## config.mk

```make
export PLATFORM = sky130hd
export DESIGN_NAME = dac_datapath_control_regs
export DESIGN_NICKNAME = d
export VERILOG_FILES = /design/src/dac_dp_pkg.sv /design/src/dac_datapath_control_regs.sv
export VERILOG_INCLUDE_DIRS = /design/src
export SDC_FILE = /design/constraint.sdc
export NUM_CORES = 2
export LEC_CHECK = 0
export ABC_CLOCK_PERIOD_IN_PS = 9500
export BUFFER_PORTS_ARGS = -buffer_cell sky130_fd_sc_hd__buf_2
export CAP_MARGIN = 20
export CORE_AREA = 5 5 370 372
export DETAILED_ROUTE_END_ITERATION = 8
export DIE_AREA = 0 0 375 377
export HOLD_SLACK_MARGIN = 0.15
export PLACE_DENSITY = 0.53
export RECOVER_POWER = 50
export SYNTH_ARGS = -nofsm -noshare
export SYNTH_HDL_FRONTEND = slang
export SYNTH_SLANG_ARGS = --single-unit
export TNS_END_PERCENT = 100
```

## constraint.sdc

```tcl
create_clock -name clk -period 9.5 [get_ports clk]
set_input_delay 0.95 -clock clk [delete_from_list [all_inputs] [get_ports clk]]
set_output_delay 0.95 -clock clk [all_outputs]
set_load 0.01 [all_outputs]
```

## src/dac_dp_defs.svh

```systemverilog
`ifndef DAC_DP_DEFS_SVH
`define DAC_DP_DEFS_SVH

// Register offsets.
`define ADDR_DATAPATH_MODE   5'h03
`define ADDR_INPUT_SOURCE    5'h04
`define ADDR_RESYNC_CONTROL  5'h05
`define ADDR_FIXED_LOW       5'h06
`define ADDR_FIXED_HIGH      5'h07
`define ADDR_BYPASS_MASK     5'h08
`define ADDR_TUNING_BYTE0    5'h09
`define ADDR_TUNING_BYTE1    5'h0a
`define ADDR_TUNING_BYTE3    5'h0b
`define ADDR_TUNING_BYTE2    5'h0c
`define ADDR_PHASE_LOW       5'h0d
`define ADDR_PHASE_HIGH      5'h0e

// Reset values.
`define RST_DATAPATH_MODE    8'h80
`define RST_ZERO             8'h00
`define RST_TUNING_BYTE2     8'h40

// Datapath mode fields.
`define BIT_OSC_ENABLE       7
`define BIT_OSC_DOUBLE       6
`define BIT_QUAD_CORR        5
`define COARSE_MSB           4
`define COARSE_LSB           1
`define BIT_SINC_ENABLE      0

// Input source fields.
`define BIT_FOUR_WIRE        7
`define BIT_FIXED_WORD       6
`define BIT_HALF_RATE        5
`define BIT_UPPER_SIDEBAND   3
`define COUNTER_MSB          2
`define COUNTER_LSB          0

// Resync control fields.
`define BIT_DIV_RESYNC       7
`define BIT_ACC_CLEAR        6
`define BIT_COARSE_RESYNC    5
`define FIFO_SYNC_MSB        4
`define FIFO_SYNC_LSB        2

// Fixed-point scaling of the correction words (1024 is unity) and of the inverse-sinc taps (over 16).
`define CORR_SHIFT           10
`define SINC_SHIFT           4

`endif

```

## src/dac_dp_pkg.sv

```systemverilog
package dac_dp_pkg;

	// One sample for each of the two channels.
	typedef struct packed {
		logic signed [15:0] a;
		logic signed [15:0] b;
	} pair_s;

	// Quadrature correction words from the neighbouring register group.
	typedef struct packed {
		logic [10:0]        gain_a;
		logic [10:0]        gain_b;
		logic signed [9:0]  phase;
	} corr_s;

	// FIFO pointer sync sources.
	typedef enum logic [2:0] {
		SYNC_TX_GATE  = 3'b000,
		SYNC_STROBE   = 3'b001,
		SYNC_MARKER   = 3'b010,
		SYNC_B15      = 3'b011,
		SYNC_A15_ONCE = 3'b100,
		SYNC_SOFTWARE = 3'b101,
		SYNC_OFF      = 3'b110,
		SYNC_ALWAYS   = 3'b111
	} sync_src_e;

	// Internal counter source modes.
	typedef enum logic [2:0] {
		CNT_OFF0 = 3'b000,
		CNT_OFF1 = 3'b001,
		CNT_OFF2 = 3'b010,
		CNT_OFF3 = 3'b011,
		CNT_ALL  = 3'b100,
		CNT_LOW  = 3'b101,
		CNT_MID  = 3'b110,
		CNT_TOP  = 3'b111
	} cnt_mode_e;

endpackage

```

## src/dac_datapath_control_regs.sv

```systemverilog
`timescale 1ns/1ps
`include "dac_dp_defs.svh"

module dac_datapath_control_regs
	import dac_dp_pkg::*;
(
	// Clock and reset.
	input  wire logic        clk,
	input  wire logic        rst,
	// Decoded register port from the serial configuration interface.
	input  wire logic        reg_wr,
	input  wire logic        reg_rd,
	input  wire logic [4:0]  reg_addr,
	input  wire logic [7:0]  reg_wdata,
	output logic      [7:0]  reg_rdata,
	output logic             four_wire_port_select,
	// Device pins.
	input  wire logic        phase_strobe,
	input  wire logic        tx_gate,
	input  wire logic        chan_b_marker,
	input  wire logic [15:0] port_a_bus,
	input  wire logic [15:0] port_b_bus,
	// Correction words held elsewhere.
	input  wire corr_s       corr,
	// Datapath results and sync pulses.
	output pair_s            dac_out,
	output logic             divider_init,
	output logic             fifo_ptr_init
);

	logic [7:0]  datapath_mode_config;
	logic [7:0]  input_source_config;
	logic [7:0]  resync_control;
	logic [7:0]  fixed_word_low;
	logic [7:0]  fixed_word_high;
	logic [7:0]  factory_bypass_mask;
	logic [7:0]  osc_tuning_byte0;
	logic [7:0]  osc_tuning_byte1;
	logic [7:0]  osc_tuning_byte2;
	logic [7:0]  osc_tuning_byte3;
	logic [7:0]  osc_phase_offset_low;
	logic [7:0]  osc_phase_offset_high;

	logic [3:0]  coarse_mix_select;
	cnt_mode_e   cnt_mode;
	sync_src_e   sync_src;
	logic [31:0] tuning_word;
	logic [15:0] phase_offset;
	logic [15:0] fixed_word;
	logic        strobe_d;
	logic        strobe_rise;
	logic        sync_d;
	logic        sync_level;
	logic        a15_armed;
	logic        sw_sync;
	logic [15:0] counter;
	logic        half_phase;
	logic [15:0] half_hold;
	logic [31:0] phase_acc;
	logic [15:0] osc_phase;
	logic [1:0]  coarse_idx;
	pair_s       next_src;
	pair_s       src_q;
	pair_s       next_mix;
	pair_s       mix_q;
	pair_s       next_corr;
	pair_s       corr_q;
	pair_s       sinc_x1;
	pair_s       sinc_x2;
	pair_s       next_sinc;
	pair_s       sinc_q;
	pair_s       next_coarse;

	// Clamp a wide signed value into a 16-bit sample.
	function automatic logic signed [15:0] sat16(
		input logic signed [29:0] v
	);
		if (v > 30'sd32767) begin
			sat16 = 16'sh7fff;
		end else if (v < -30'sd32768) begin
			sat16 = 16'sh8000;
		end else begin
			sat16 = v[15:0];
		end
	endfunction

	// Negate without wrapping the most negative sample.
	function automatic logic signed [15:0] neg16(
		input logic signed [15:0] v
	);
		neg16 = sat16(-{{14{v[15]}}, v});
	endfunction

	// Field views of the registers.
	assign coarse_mix_select = datapath_mode_config[`COARSE_MSB:`COARSE_LSB];
	assign cnt_mode    = cnt_mode_e'(input_source_config[`COUNTER_MSB:
		`COUNTER_LSB]);
	assign sync_src    = sync_src_e'(resync_control[`FIFO_SYNC_MSB:
		`FIFO_SYNC_LSB]);
	assign fixed_word  = {fixed_word_high, fixed_word_low};
	assign tuning_word = {osc_tuning_byte3, osc_tuning_byte2,
		osc_tuning_byte1, osc_tuning_byte0};
	assign phase_offset = {osc_phase_offset_high,
		osc_phase_offset_low};
	assign strobe_rise = phase_strobe & ~strobe_d;

	// Register writes; every register returns to its default on reset.
	always_ff @(posedge clk) begin
		if (rst) begin
			datapath_mode_config  <= `RST_DATAPATH_MODE;
			input_source_config   <= `RST_ZERO;
			resync_control        <= `RST_ZERO;
			fixed_word_low        <= `RST_ZERO;
			fixed_word_high       <= `RST_ZERO;
			factory_bypass_mask   <= `RST_ZERO;
			osc_tuning_byte0      <= `RST_ZERO;
			osc_tuning_byte1      <= `RST_ZERO;
			osc_tuning_byte2      <= `RST_TUNING_BYTE2;
			osc_tuning_byte3      <= `RST_ZERO;
			osc_phase_offset_low  <= `RST_ZERO;
			osc_phase_offset_high <= `RST_ZERO;
		end else if (reg_wr) begin
			if (reg_addr == `ADDR_DATAPATH_MODE) begin
				datapath_mode_config <= reg_wdata;
			end else if (reg_addr == `ADDR_INPUT_SOURCE) begin
				input_source_config <= reg_wdata;
			end else if (reg_addr == `ADDR_RESYNC_CONTROL) begin
				resync_control <= reg_wdata;
			end else if (reg_addr == `ADDR_FIXED_LOW) begin
				fixed_word_low <= reg_wdata;
			end else if (reg_addr == `ADDR_FIXED_HIGH) begin
				fixed_word_high <= reg_wdata;
			end else if (reg_addr == `ADDR_BYPASS_MASK) begin
				factory_bypass_mask <= reg_wdata;
			end else if (reg_addr == `ADDR_TUNING_BYTE0) begin
				osc_tuning_byte0 <= reg_wdata;
			end else if (reg_addr == `ADDR_TUNING_BYTE1) begin
				osc_tuning_byte1 <= reg_wdata;
			end else if (reg_addr == `ADDR_TUNING_BYTE2) begin
				osc_tuning_byte2 <= reg_wdata;
			end else if (reg_addr == `ADDR_TUNING_BYTE3) begin
				osc_tuning_byte3 <= reg_wdata;
			end else if (reg_addr == `ADDR_PHASE_LOW) begin
				osc_phase_offset_low <= reg_wdata;
			end else if (reg_addr == `ADDR_PHASE_HIGH) begin
				osc_phase_offset_high <= reg_wdata;
			end
		end
	end

	// Register reads; unmapped addresses read as zero.
	always_ff @(posedge clk) begin
		if (rst) begin
			reg_rdata <= `RST_ZERO;
		end else if (reg_rd) begin
			if (reg_addr == `ADDR_DATAPATH_MODE) begin
				reg_rdata <= datapath_mode_config;
			end else if (reg_addr == `ADDR_INPUT_SOURCE) begin
				reg_rdata <= input_source_config;
			end else if (reg_addr == `ADDR_RESYNC_CONTROL) begin
				reg_rdata <= resync_control;
			end else if (reg_addr == `ADDR_FIXED_LOW) begin
				reg_rdata <= fixed_word_low;
			end else if (reg_addr == `ADDR_FIXED_HIGH) begin
				reg_rdata <= fixed_word_high;
			end else if (reg_addr == `ADDR_BYPASS_MASK) begin
				reg_rdata <= factory_bypass_mask;
			end else if (reg_addr == `ADDR_TUNING_BYTE0) begin
				reg_rdata <= osc_tuning_byte0;
			end else if (reg_addr == `ADDR_TUNING_BYTE1) begin
				reg_rdata <= osc_tuning_byte1;
			end else if (reg_addr == `ADDR_TUNING_BYTE2) begin
				reg_rdata <= osc_tuning_byte2;
			end else if (reg_addr == `ADDR_TUNING_BYTE3) begin
				reg_rdata <= osc_tuning_byte3;
			end else if (reg_addr == `ADDR_PHASE_LOW) begin
				reg_rdata <= osc_phase_offset_low;
			end else if (reg_addr == `ADDR_PHASE_HIGH) begin
				reg_rdata <= osc_phase_offset_high;
			end else begin
				reg_rdata <= `RST_ZERO;
			end
		end
	end

	// Serial port pin mode follows the four-wire bit.
	always_ff @(posedge clk) begin
		if (rst) begin
			four_wire_port_select <= 1'b0;
		end else begin
			four_wire_port_select <=
				input_source_config[`BIT_FOUR_WIRE];
		end
	end

	// Phase strobe edge detection and divider restart pulse.
	always_ff @(posedge clk) begin
		if (rst) begin
			strobe_d     <= 1'b0;
			divider_init <= 1'b0;
		end else begin
			strobe_d     <= phase_strobe;
			divider_init <= strobe_rise &
				resync_control[`BIT_DIV_RESYNC];
		end
	end

	// A software sync is a resync write that selects the software source.
	assign sw_sync = reg_wr && (reg_addr == `ADDR_RESYNC_CONTROL) &&
		(reg_wdata[`FIFO_SYNC_MSB:`FIFO_SYNC_LSB] == SYNC_SOFTWARE);

	// Pick the level of the chosen FIFO sync source.
	always_comb begin
		case (sync_src)
			SYNC_TX_GATE:  sync_level = tx_gate;
			SYNC_STROBE:   sync_level = phase_strobe;
			SYNC_MARKER:   sync_level = chan_b_marker;
			SYNC_B15:      sync_level = port_b_bus[15];
			SYNC_A15_ONCE: sync_level = port_a_bus[15] & a15_armed;
			default:       sync_level = 1'b0;
		endcase
	end

	// FIFO pointer initialisation on a rise of the chosen source.
	always_ff @(posedge clk) begin
		if (rst) begin
			sync_d        <= 1'b0;
			a15_armed     <= 1'b1;
			fifo_ptr_init <= 1'b0;
		end else begin
			sync_d <= sync_level;
			if (sync_src == SYNC_A15_ONCE && sync_level && !sync_d) begin
				a15_armed <= 1'b0;
			end else if (sync_src != SYNC_A15_ONCE) begin
				a15_armed <= 1'b1;
			end
			if (sw_sync || sync_src == SYNC_ALWAYS) begin
				fifo_ptr_init <= 1'b1;
			end else if (sync_src == SYNC_SOFTWARE) begin
				fifo_ptr_init <= 1'b0;
			end else begin
				fifo_ptr_init <= sync_level & ~sync_d;
			end
		end
	end

	// Free-running test counter and half-rate capture phase.
	always_ff @(posedge clk) begin
		if (rst) begin
			counter    <= 16'h0000;
			half_phase <= 1'b0;
			half_hold  <= 16'h0000;
		end else begin
			counter    <= counter + 16'h0001;
			half_phase <= ~half_phase;
			if (!half_phase) begin
				half_hold <= port_b_bus;
			end
		end
	end

	// Input source selection and sideband inversion.
	always_comb begin
		next_src.a = port_a_bus;
		next_src.b = port_b_bus;
		if (input_source_config[`BIT_HALF_RATE]) begin
			next_src.a = half_phase ? half_hold : port_a_bus;
			next_src.b = 16'h0000;
		end
		case (cnt_mode)
			CNT_ALL: begin
				next_src.a = counter;
				next_src.b = counter;
			end
			CNT_LOW: begin
				next_src.a = {9'h000, counter[6:0]};
				next_src.b = {9'h000, counter[6:0]};
			end
			CNT_MID: begin
				next_src.a = {5'h00, counter[4:0], 6'h00};
				next_src.b = {5'h00, counter[4:0], 6'h00};
			end
			CNT_TOP: begin
				next_src.a = {counter[4:0], 11'h000};
				next_src.b = {counter[4:0], 11'h000};
			end
			default: begin
			end
		endcase
		if (input_source_config[`BIT_FIXED_WORD]) begin
			next_src.a = fixed_word;
			next_src.b = fixed_word;
		end
		if (input_source_config[`BIT_UPPER_SIDEBAND]) begin
			next_src.b = neg16(next_src.b);
		end
	end

	// Source stage register.
	always_ff @(posedge clk) begin
		if (rst) begin
			src_q <= '0;
		end else begin
			src_q <= next_src;
		end
	end

	// Oscillator phase accumulator, cleared by a qualified strobe rise.
	always_ff @(posedge clk) begin
		if (rst) begin
			phase_acc <= 32'h0000_0000;
		end else if (strobe_rise && resync_control[`BIT_ACC_CLEAR]) begin
			phase_acc <= 32'h0000_0000;
		end else begin
			phase_acc <= phase_acc + tuning_word;
		end
	end

	assign osc_phase = phase_acc[31:16] + phase_offset;

	// Quadrant rotation mixer with optional doubling.
	always_comb begin
		next_mix = src_q;
		if (datapath_mode_config[`BIT_OSC_ENABLE]) begin
			case (osc_phase[15:14])
				2'b01: begin
					next_mix.a = neg16(src_q.b);
					next_mix.b = src_q.a;
				end
				2'b10: begin
					next_mix.a = neg16(src_q.a);
					next_mix.b = neg16(src_q.b);
				end
				2'b11: begin
					next_mix.a = src_q.b;
					next_mix.b = neg16(src_q.a);
				end
				default: begin
				end
			endcase
			if (datapath_mode_config[`BIT_OSC_DOUBLE]) begin
				next_mix.a = sat16({{13{next_mix.a[15]}}, next_mix.a, 1'b0});
				next_mix.b = sat16({{13{next_mix.b[15]}}, next_mix.b, 1'b0});
			end
		end
	end

	// Mixer stage register.
	always_ff @(posedge clk) begin
		if (rst) begin
			mix_q <= '0;
		end else begin
			mix_q <= next_mix;
		end
	end

	// Quadrature gain and phase correction.
	always_comb begin
		logic signed [29:0] pa;
		logic signed [29:0] pb;
		pa = 30'(mix_q.a * $signed({1'b0, corr.gain_a}));
		pb = 30'(mix_q.b * $signed({1'b0, corr.gain_b})) +
			30'(mix_q.a * corr.phase);
		next_corr = mix_q;
		if (datapath_mode_config[`BIT_QUAD_CORR]) begin
			next_corr.a = sat16(pa >>> `CORR_SHIFT);
			next_corr.b = sat16(pb >>> `CORR_SHIFT);
		end
	end

	// Correction stage register and filter history.
	always_ff @(posedge clk) begin
		if (rst) begin
			corr_q  <= '0;
			sinc_x1 <= '0;
			sinc_x2 <= '0;
		end else begin
			corr_q  <= next_corr;
			sinc_x1 <= corr_q;
			sinc_x2 <= sinc_x1;
		end
	end

	// Inverse-sinc taps -1, 18, -1 over 16.
	always_comb begin
		logic signed [29:0] fa;
		logic signed [29:0] fb;
		fa = 30'(sinc_x1.a) * 30'sd18 - 30'(corr_q.a) - 30'(sinc_x2.a);
		fb = 30'(sinc_x1.b) * 30'sd18 - 30'(corr_q.b) - 30'(sinc_x2.b);
		next_sinc = sinc_x1;
		if (datapath_mode_config[`BIT_SINC_ENABLE]) begin
			next_sinc.a = sat16(fa >>> `SINC_SHIFT);
			next_sinc.b = sat16(fb >>> `SINC_SHIFT);
		end
	end

	// Filter stage register.
	always_ff @(posedge clk) begin
		if (rst) begin
			sinc_q <= '0;
		end else begin
			sinc_q <= next_sinc;
		end
	end

	// Coarse mixer sequence position, restarted by a qualified strobe.
	always_ff @(posedge clk) begin
		if (rst) begin
			coarse_idx <= 2'b00;
		end else if (strobe_rise &&
			resync_control[`BIT_COARSE_RESYNC]) begin
			coarse_idx <= 2'b00;
		end else begin
			coarse_idx <= coarse_idx + 2'b01;
		end
	end

	// Coarse mixer sign and swap sequences.
	always_comb begin
		next_coarse = sinc_q;
		case (coarse_mix_select[3:2])
			2'b01: begin
				if (coarse_idx[0] == coarse_mix_select[1]) begin
					next_coarse.a = neg16(sinc_q.a);
				end
				if (coarse_idx[0] == coarse_mix_select[0]) begin
					next_coarse.b = neg16(sinc_q.b);
				end
			end
			2'b10: begin
				case (coarse_idx)
					2'b01: begin
						next_coarse.a = neg16(sinc_q.b);
						next_coarse.b = sinc_q.a;
					end
					2'b10: begin
						next_coarse.a = neg16(sinc_q.a);
						next_coarse.b = neg16(sinc_q.b);
					end
					2'b11: begin
						next_coarse.a = sinc_q.b;
						next_coarse.b = neg16(sinc_q.a);
					end
					default: begin
					end
				endcase
			end
			2'b11: begin
				case (coarse_idx)
					2'b01: begin
						next_coarse.a = sinc_q.b;
						next_coarse.b = neg16(sinc_q.a);
					end
					2'b10: begin
						next_coarse.a = neg16(sinc_q.a);
						next_coarse.b = neg16(sinc_q.b);
					end
					2'b11: begin
						next_coarse.a = neg16(sinc_q.b);
						next_coarse.b = sinc_q.a;
					end
					default: begin
					end
				endcase
			end
			default: begin
			end
		endcase
		if (coarse_mix_select[3]) begin
			if (coarse_mix_select[1]) begin
				next_coarse.a = neg16(next_coarse.a);
			end
			if (coarse_mix_select[0]) begin
				next_coarse.b = neg16(next_coarse.b);
			end
		end
	end

	// Output register.
	always_ff @(posedge clk) begin
		if (rst) begin
			dac_out <= '0;
		end else begin
			dac_out <= next_coarse;
		end
	end

endmodule

```

---- Yosys cells after proc, flatten, opt, wreduce, memory -nomap -nowiden ----
Index checks and enable logic that the tools add are counted.
operators by class
  bitwise logic cells ..................... 18
  divide/modulo/power cells ............... 0
  shift-type cells ........................ 0
  reduce and logical (&&, ||, !) cells .... 24
  equality and inequality tests ........... 35
  add/subtract/negate cells ............... 16
  multiplexer cells ....................... 62
  order comparisons ....................... 26
  multipliers ............................. 5
operators with widths
  kind                   number
  $mux 16                32
  $pmux 32 s3            4
  $mux 32                8
  $gt 30x16->1 const B   7
  $lt 30x16->1 const B   7
  $neg 30->30            7
  $pmux 32 s4            1
  $mux 8                 12
  $mul 16x12->28         2
  $sub 23x16->24         2
  $sub 22x16->23         2
  $mul 16x5->21 const B  2
  $gt 20x16->1 const B   2
  $lt 20x16->1 const B   2
  $eq 5x4->1 const B     7
  $gt 17x16->1 const B   2
  $lt 17x16->1 const B   2
  $add 32x32->32         1
  $add 28x26->29         1
  $mul 16x10->26         1
  $eq 3x3->1 const B     8
  $eq 5x3->1 const B     4
  $gt 19x16->1 const B   1
  $lt 19x16->1 const B   1
  34 further kinds       68
storage, ports and cells
  bits in latches ......................... 0
  memory bits (read-only) ................. 0
  logic and storage cells ................. 224
  memories kept ........................... 0
  output and inout port bits .............. 43
  memory bits (writable) .................. 0
  register bits after elaboration ......... 401
  input port bits ......................... 84

---- Longest topological paths before layout ----
  word-level depth ........................ 13
  gate-level depth with buffers ........... 28
  gate-level depth less buffers ........... 26

---- Worst setup path after synthesis ----
OpenSTA, ideal clock, no wires.
  path kind ............................... input -> register
  start ................................... input corr[3] (netlist name)
  end ..................................... register corr_q[0] (netlist name)
  required time ........................... 9.413 ns
  arrival ................................. 8.193 ns
  setup slack ............................. 1.220 ns
  library setup time ...................... 0.087 ns
  stages .................................. 25
  path buffers ............................ 1
  path through ............................ clkbuf_1 -> nand2_1 -> fa_1 -> inv_1 -> fa_1 -> inv_1 -> fa_1 -> inv_1 -> fa_1 -> inv_1 -> fa_1 -> fa_1 -> inv_1 -> fa_1 -> ha_1 -> a21o_1 -> a21oi_1 -> o211ai_1 -> o311ai_0 -> a21oi_1 -> a211oi_1 -> xor2_1 -> a2111oi_1 -> o31ai_1 -> a211oi_1
between the ends
  word-level cells in the longest chain between the ends .. 6
  elaborated cells between the ends (all ways) .. 7
  those cells by class .................... 1 x add/sub; 1 x mul; 2 x order compare; 3 x mux
ends and longest elaborated chain
  element               line                              source
  start, declared       dac_datapath_control_regs.sv:24   input wire corr_s corr,
  $mul 16x10->26 (*)    dac_datapath_control_regs.sv:363  30'(mix_q.a * corr.phase);
  $add 28x26->29 (*)    dac_datapath_control_regs.sv:362  pb = 30'(mix_q.b * $signed({1'b0, corr.gain_b})) +
  $lt 19x16->1          dac_datapath_control_regs.sv:80   end else if (v < -30'sd32768) begin
  $mux 16               dac_datapath_control_regs.sv:80
  $mux 16 (*)           dac_datapath_control_regs.sv:78   if (v > 30'sd32767) begin
  $mux 32 (*)           dac_datapath_control_regs.sv:365  if (datapath_mode_config[`BIT_QUAD_CORR]) begin
  end signal, assigned  dac_datapath_control_regs.sv:378  corr_q <= next_corr;
  end, declared         dac_datapath_control_regs.sv:67   pair_s corr_q;
Every way passes the cells marked *; elsewhere a longest branch is shown, timed or not.
A chain may end at the register's enable or synchronous reset.

---- Worst setup path in the final report ----
  start ................................... register mix_q[18] (netlist name)
  end ..................................... register corr_q[12] (netlist name)
between the ends
  word-level cells in the longest chain between the ends .. 6
  elaborated cells between the ends (all ways) .. 7
  those cells by class .................... 1 x add/sub; 1 x mul; 2 x order compare; 3 x mux
ends and longest elaborated chain
  element                 line                              source
  start, declared         dac_datapath_control_regs.sv:65   pair_s mix_q;
  start signal, assigned  dac_datapath_control_regs.sv:353  mix_q <= next_mix;
  $mul 16x10->26 (*)      dac_datapath_control_regs.sv:363
  $add 28x26->29 (*)      dac_datapath_control_regs.sv:362
  $lt 19x16->1            dac_datapath_control_regs.sv:80
  $mux 16                 dac_datapath_control_regs.sv:80
  $mux 16 (*)             dac_datapath_control_regs.sv:78
  $mux 32 (*)             dac_datapath_control_regs.sv:365
Marks and branches as above.

==> impl_metrics.csv <==
group,metric,value,unit
status,run_status,"finished with violations",
status,violations,"max-capacitance violations, max-slew violations",
power_and_ir_drop,power_density,211.1,mW/mm^2
yosys,yosys_warnings,0,
timing,hold_violations,0,
timing,slew_violations,374,
power_and_ir_drop,peakVddDrop,467.5,uV
layout,fin_nets,6499,
yosys,ys_seq_elements,401,
drt,ant_nets,0,
critical_path,reg2reg_from,"mix_q[18]",
critical_path,critical_path_class,"reg2reg",
clocking,insertion_delay,630,ps
clocking,ctsHoldBuffers,0,
critical_path,crit_fanout,17,
yosys,yosysSeqAreaShare,17.36,%
global_routing,antenna_found_initial,8,
timing,timing.final.crit_share,86.71,%
layout,syn_to_final_growth,8.042,%
timing,layout_min_cycle_time,8238,ps
layout,layout_commonest_cell,"inv_1",
critical_path,crit_path_end_kind,"flop",
clocking,cts_max_level,2,
clocking,numCtsBuffers,44,
critical_path,start_kind,"flop",
drt,wl_per_cell,19.66,um
critical_path,crit_start,"mix_q[18]",
clocking,clock-sinks,401,
drt,num_vias,39630,
floorplanning,die_h,377,um
clocking,tritoncts,"built",
place,dpl.hpwl,112500,um
yosys,synth_edf_count,0,
floorplanning,ios,127,
clocking,root_buffer,"clkbuf_16",
timing,finalSetupViolCount,0,
yosys,synthesis.area,0.04624,mm^2
yosys,synthFlopType,"dfxtp_1",
min_path,min_from,"corr_q[16]",
timing,max_freq,121.4,MHz
place,routabilityCongestion,0.9346,
global_routing,grt_util_all_layers,19.93,%
clocking,cts_setup_buffers,0,
timing,rsz0062_at_grt,"no",
yosys,synth.net_count,6572,
place,dp_cells,7248,
drt,drt-total-wl,144100,um
yosys,avgSynthCellArea,8.257,um^2
yosys,ys_types,106,
floorplanning,start_util,34.78,%
yosys,async_flop_share,0,%
floorplanning,core,0.1330,mm^2
global_routing,grt_first_pass_wirelength,227200,um
floorplanning,die_x,375,um
timing,tightest_slew,3961,ps
clocking,clockBufferDepth,3,
drt,drtIter0Drc,2867,
drt,drc,0,
layout,drive_gt1_share,5.362,%
timing,skew,38.77,ps
min_path,hold_class,"reg2reg",
layout,fin_cells,7332,
floorplanning,num_rows,134,
layout,mostFrequentLayoutCells,"inv_1, nand2_1, fa_1",
place,io_buffer_count,126,
yosys,synthCells,5600,
run,maxCapViolCount,4,
drt,viasPerCell,5.405,
timing,relSlewSlack,-164.0,%
drt,first_pass_iters,6,
timing,setup_tns,0,ps
floorplanning,dieArea,0.1414,mm^2
power_and_ir_drop,power_leakage,22.02,nW
global_routing,grt_max_degree,187,
clocking,clk_pin_slew,60,ps
clocking,cts_resized,0,
global_routing,grt_pass1_vias,39640,
critical_path,worstPathArrival,8690,ps
global_routing,gr-total-overflow,0,
critical_path,required,9950,ps
==> through the flow <==
stage / setup WS (ps) / power (W) / utilization [%] / hold WS [ps] / area (um^2)
floorplan: 1220 / 0.007017 / - / 420.5 / 46240
global placement: 943.6 / 0.008669 / 36.40 / 441.8 / 48390
detailed placement: 895.4 / 0.008695 / 36.42 / 449.0 / 48430
CTS: 1215 / 0.01065 / 37.62 / 457.0 / 50020
global route: 713.8 / 0.01162 / 37.56 / 467.4 / 49940
finish: 1262 / 0.01054 / 37.57 / 450.7 / 49960
==> report_power, final <==
| group | switching (W) | total, W | internal (W) |
|---|---|---|---|
| Sequential | 0.000131 | 0.00188 | 0.00175 |
| Combinational | 0.00406 | 0.00676 | 0.00270 |
| Clock | 0.000807 | 0.00190 | 0.00109 |
| Total | 0.00500 | 0.0105 | 0.00555 |
==> sequential cells by signal, summed over array words and instances (netlist names), 16 cells and up <==
signal,count
mix_q,32
phase_acc,32
sinc_x1,32
sinc_x2,32
counter,16
dac_out,32
src_q,32
sinc_q,32
half_hold,16
corr_q,32
==> layer usage <==
metal  up-vias  global-route usage, %  routed length (um)
li1      18600                      -                   -
met1     19640                  25.29               59960
met2      1144                  35.14               71190
met3       242                  2.838                8375
met4         6                  6.063                4547
met5         -                      0                  44
==> cells in the mapped netlist, types with 56 or more instances <==
cell      count  area (um^2)
xor2_1       56        490.5
o21ai_0     241         1206
a21oi_1     312         1562
inv_1       755         2834
nand3_1     164        820.8
ha_1        328         4104
nor2b_1      91        569.3
fa_1        560        11210
dfxtp_1     401         8028
nand2_1     607         2278
nor2_1      380         1426
and2_1      211         1320
nor3_1      109        545.5
a211oi_1     86        645.6
mux2i_1      97        970.9
xnor2_1      80        700.7
clkbuf_1    276         1036
==> logic make-up (layout without fill, tap and decap cells) <==
family / Yosys count / count (layout) / synth area share [%]
AO/OA/AOI/OAI: 1167 / 1167 / 16.53
buffers and inverters: 1066 / 1024 / 8.711
multiplexers: 109 / 109 / 2.416
AND/OR/NAND/NOR: 1833 / 1833 / 19.29
other: 0 / 6 / 0
flip-flops: 401 / 401 / 17.36
XOR/XNOR: 136 / 136 / 2.576
adder cells (fa/ha/maj): 888 / 888 / 33.12
==> critical path, stage by stage, from the launching register on <==
cell	delay (ps)
dfxtp_1	940
nand2_1	180
fa_1	570
inv_1	40
ha_1	270
inv_1	50
fa_1	530
inv_1	60
fa_1	530
inv_1	50
fa_1	500
fa_1	560
inv_1	60
fa_1	470
ha_1	320
a21o_1	180
a21oi_1	250
o211ai_1	260
o311a_1	410
o211ai_1	250
nand3_1	160
a31oi_1	220
xnor2_1	280
o31ai_1	790
nor3_1	130
==> final timing paths <==
kind	end	slack, ps	cells past startpoint
max	corr_q[12]	1260	24
min	sinc_x1[16]	450	2
max reg2reg	corr_q[12]	1260	24
min reg2reg	sinc_x1[16]	450	2
==> final cells by class <==
type	instances	area (um^2)
clock inverters	26	430.4
fillers	13680	83000
diodes	6	15.01
well taps	1768	2212
flip-flops and latches	401	8028
multi-input cells	4133	34210
inverters	761	2856
clock buffers	51	1167
repair buffers	186	1033
Power figures use the tool's default switching activity.
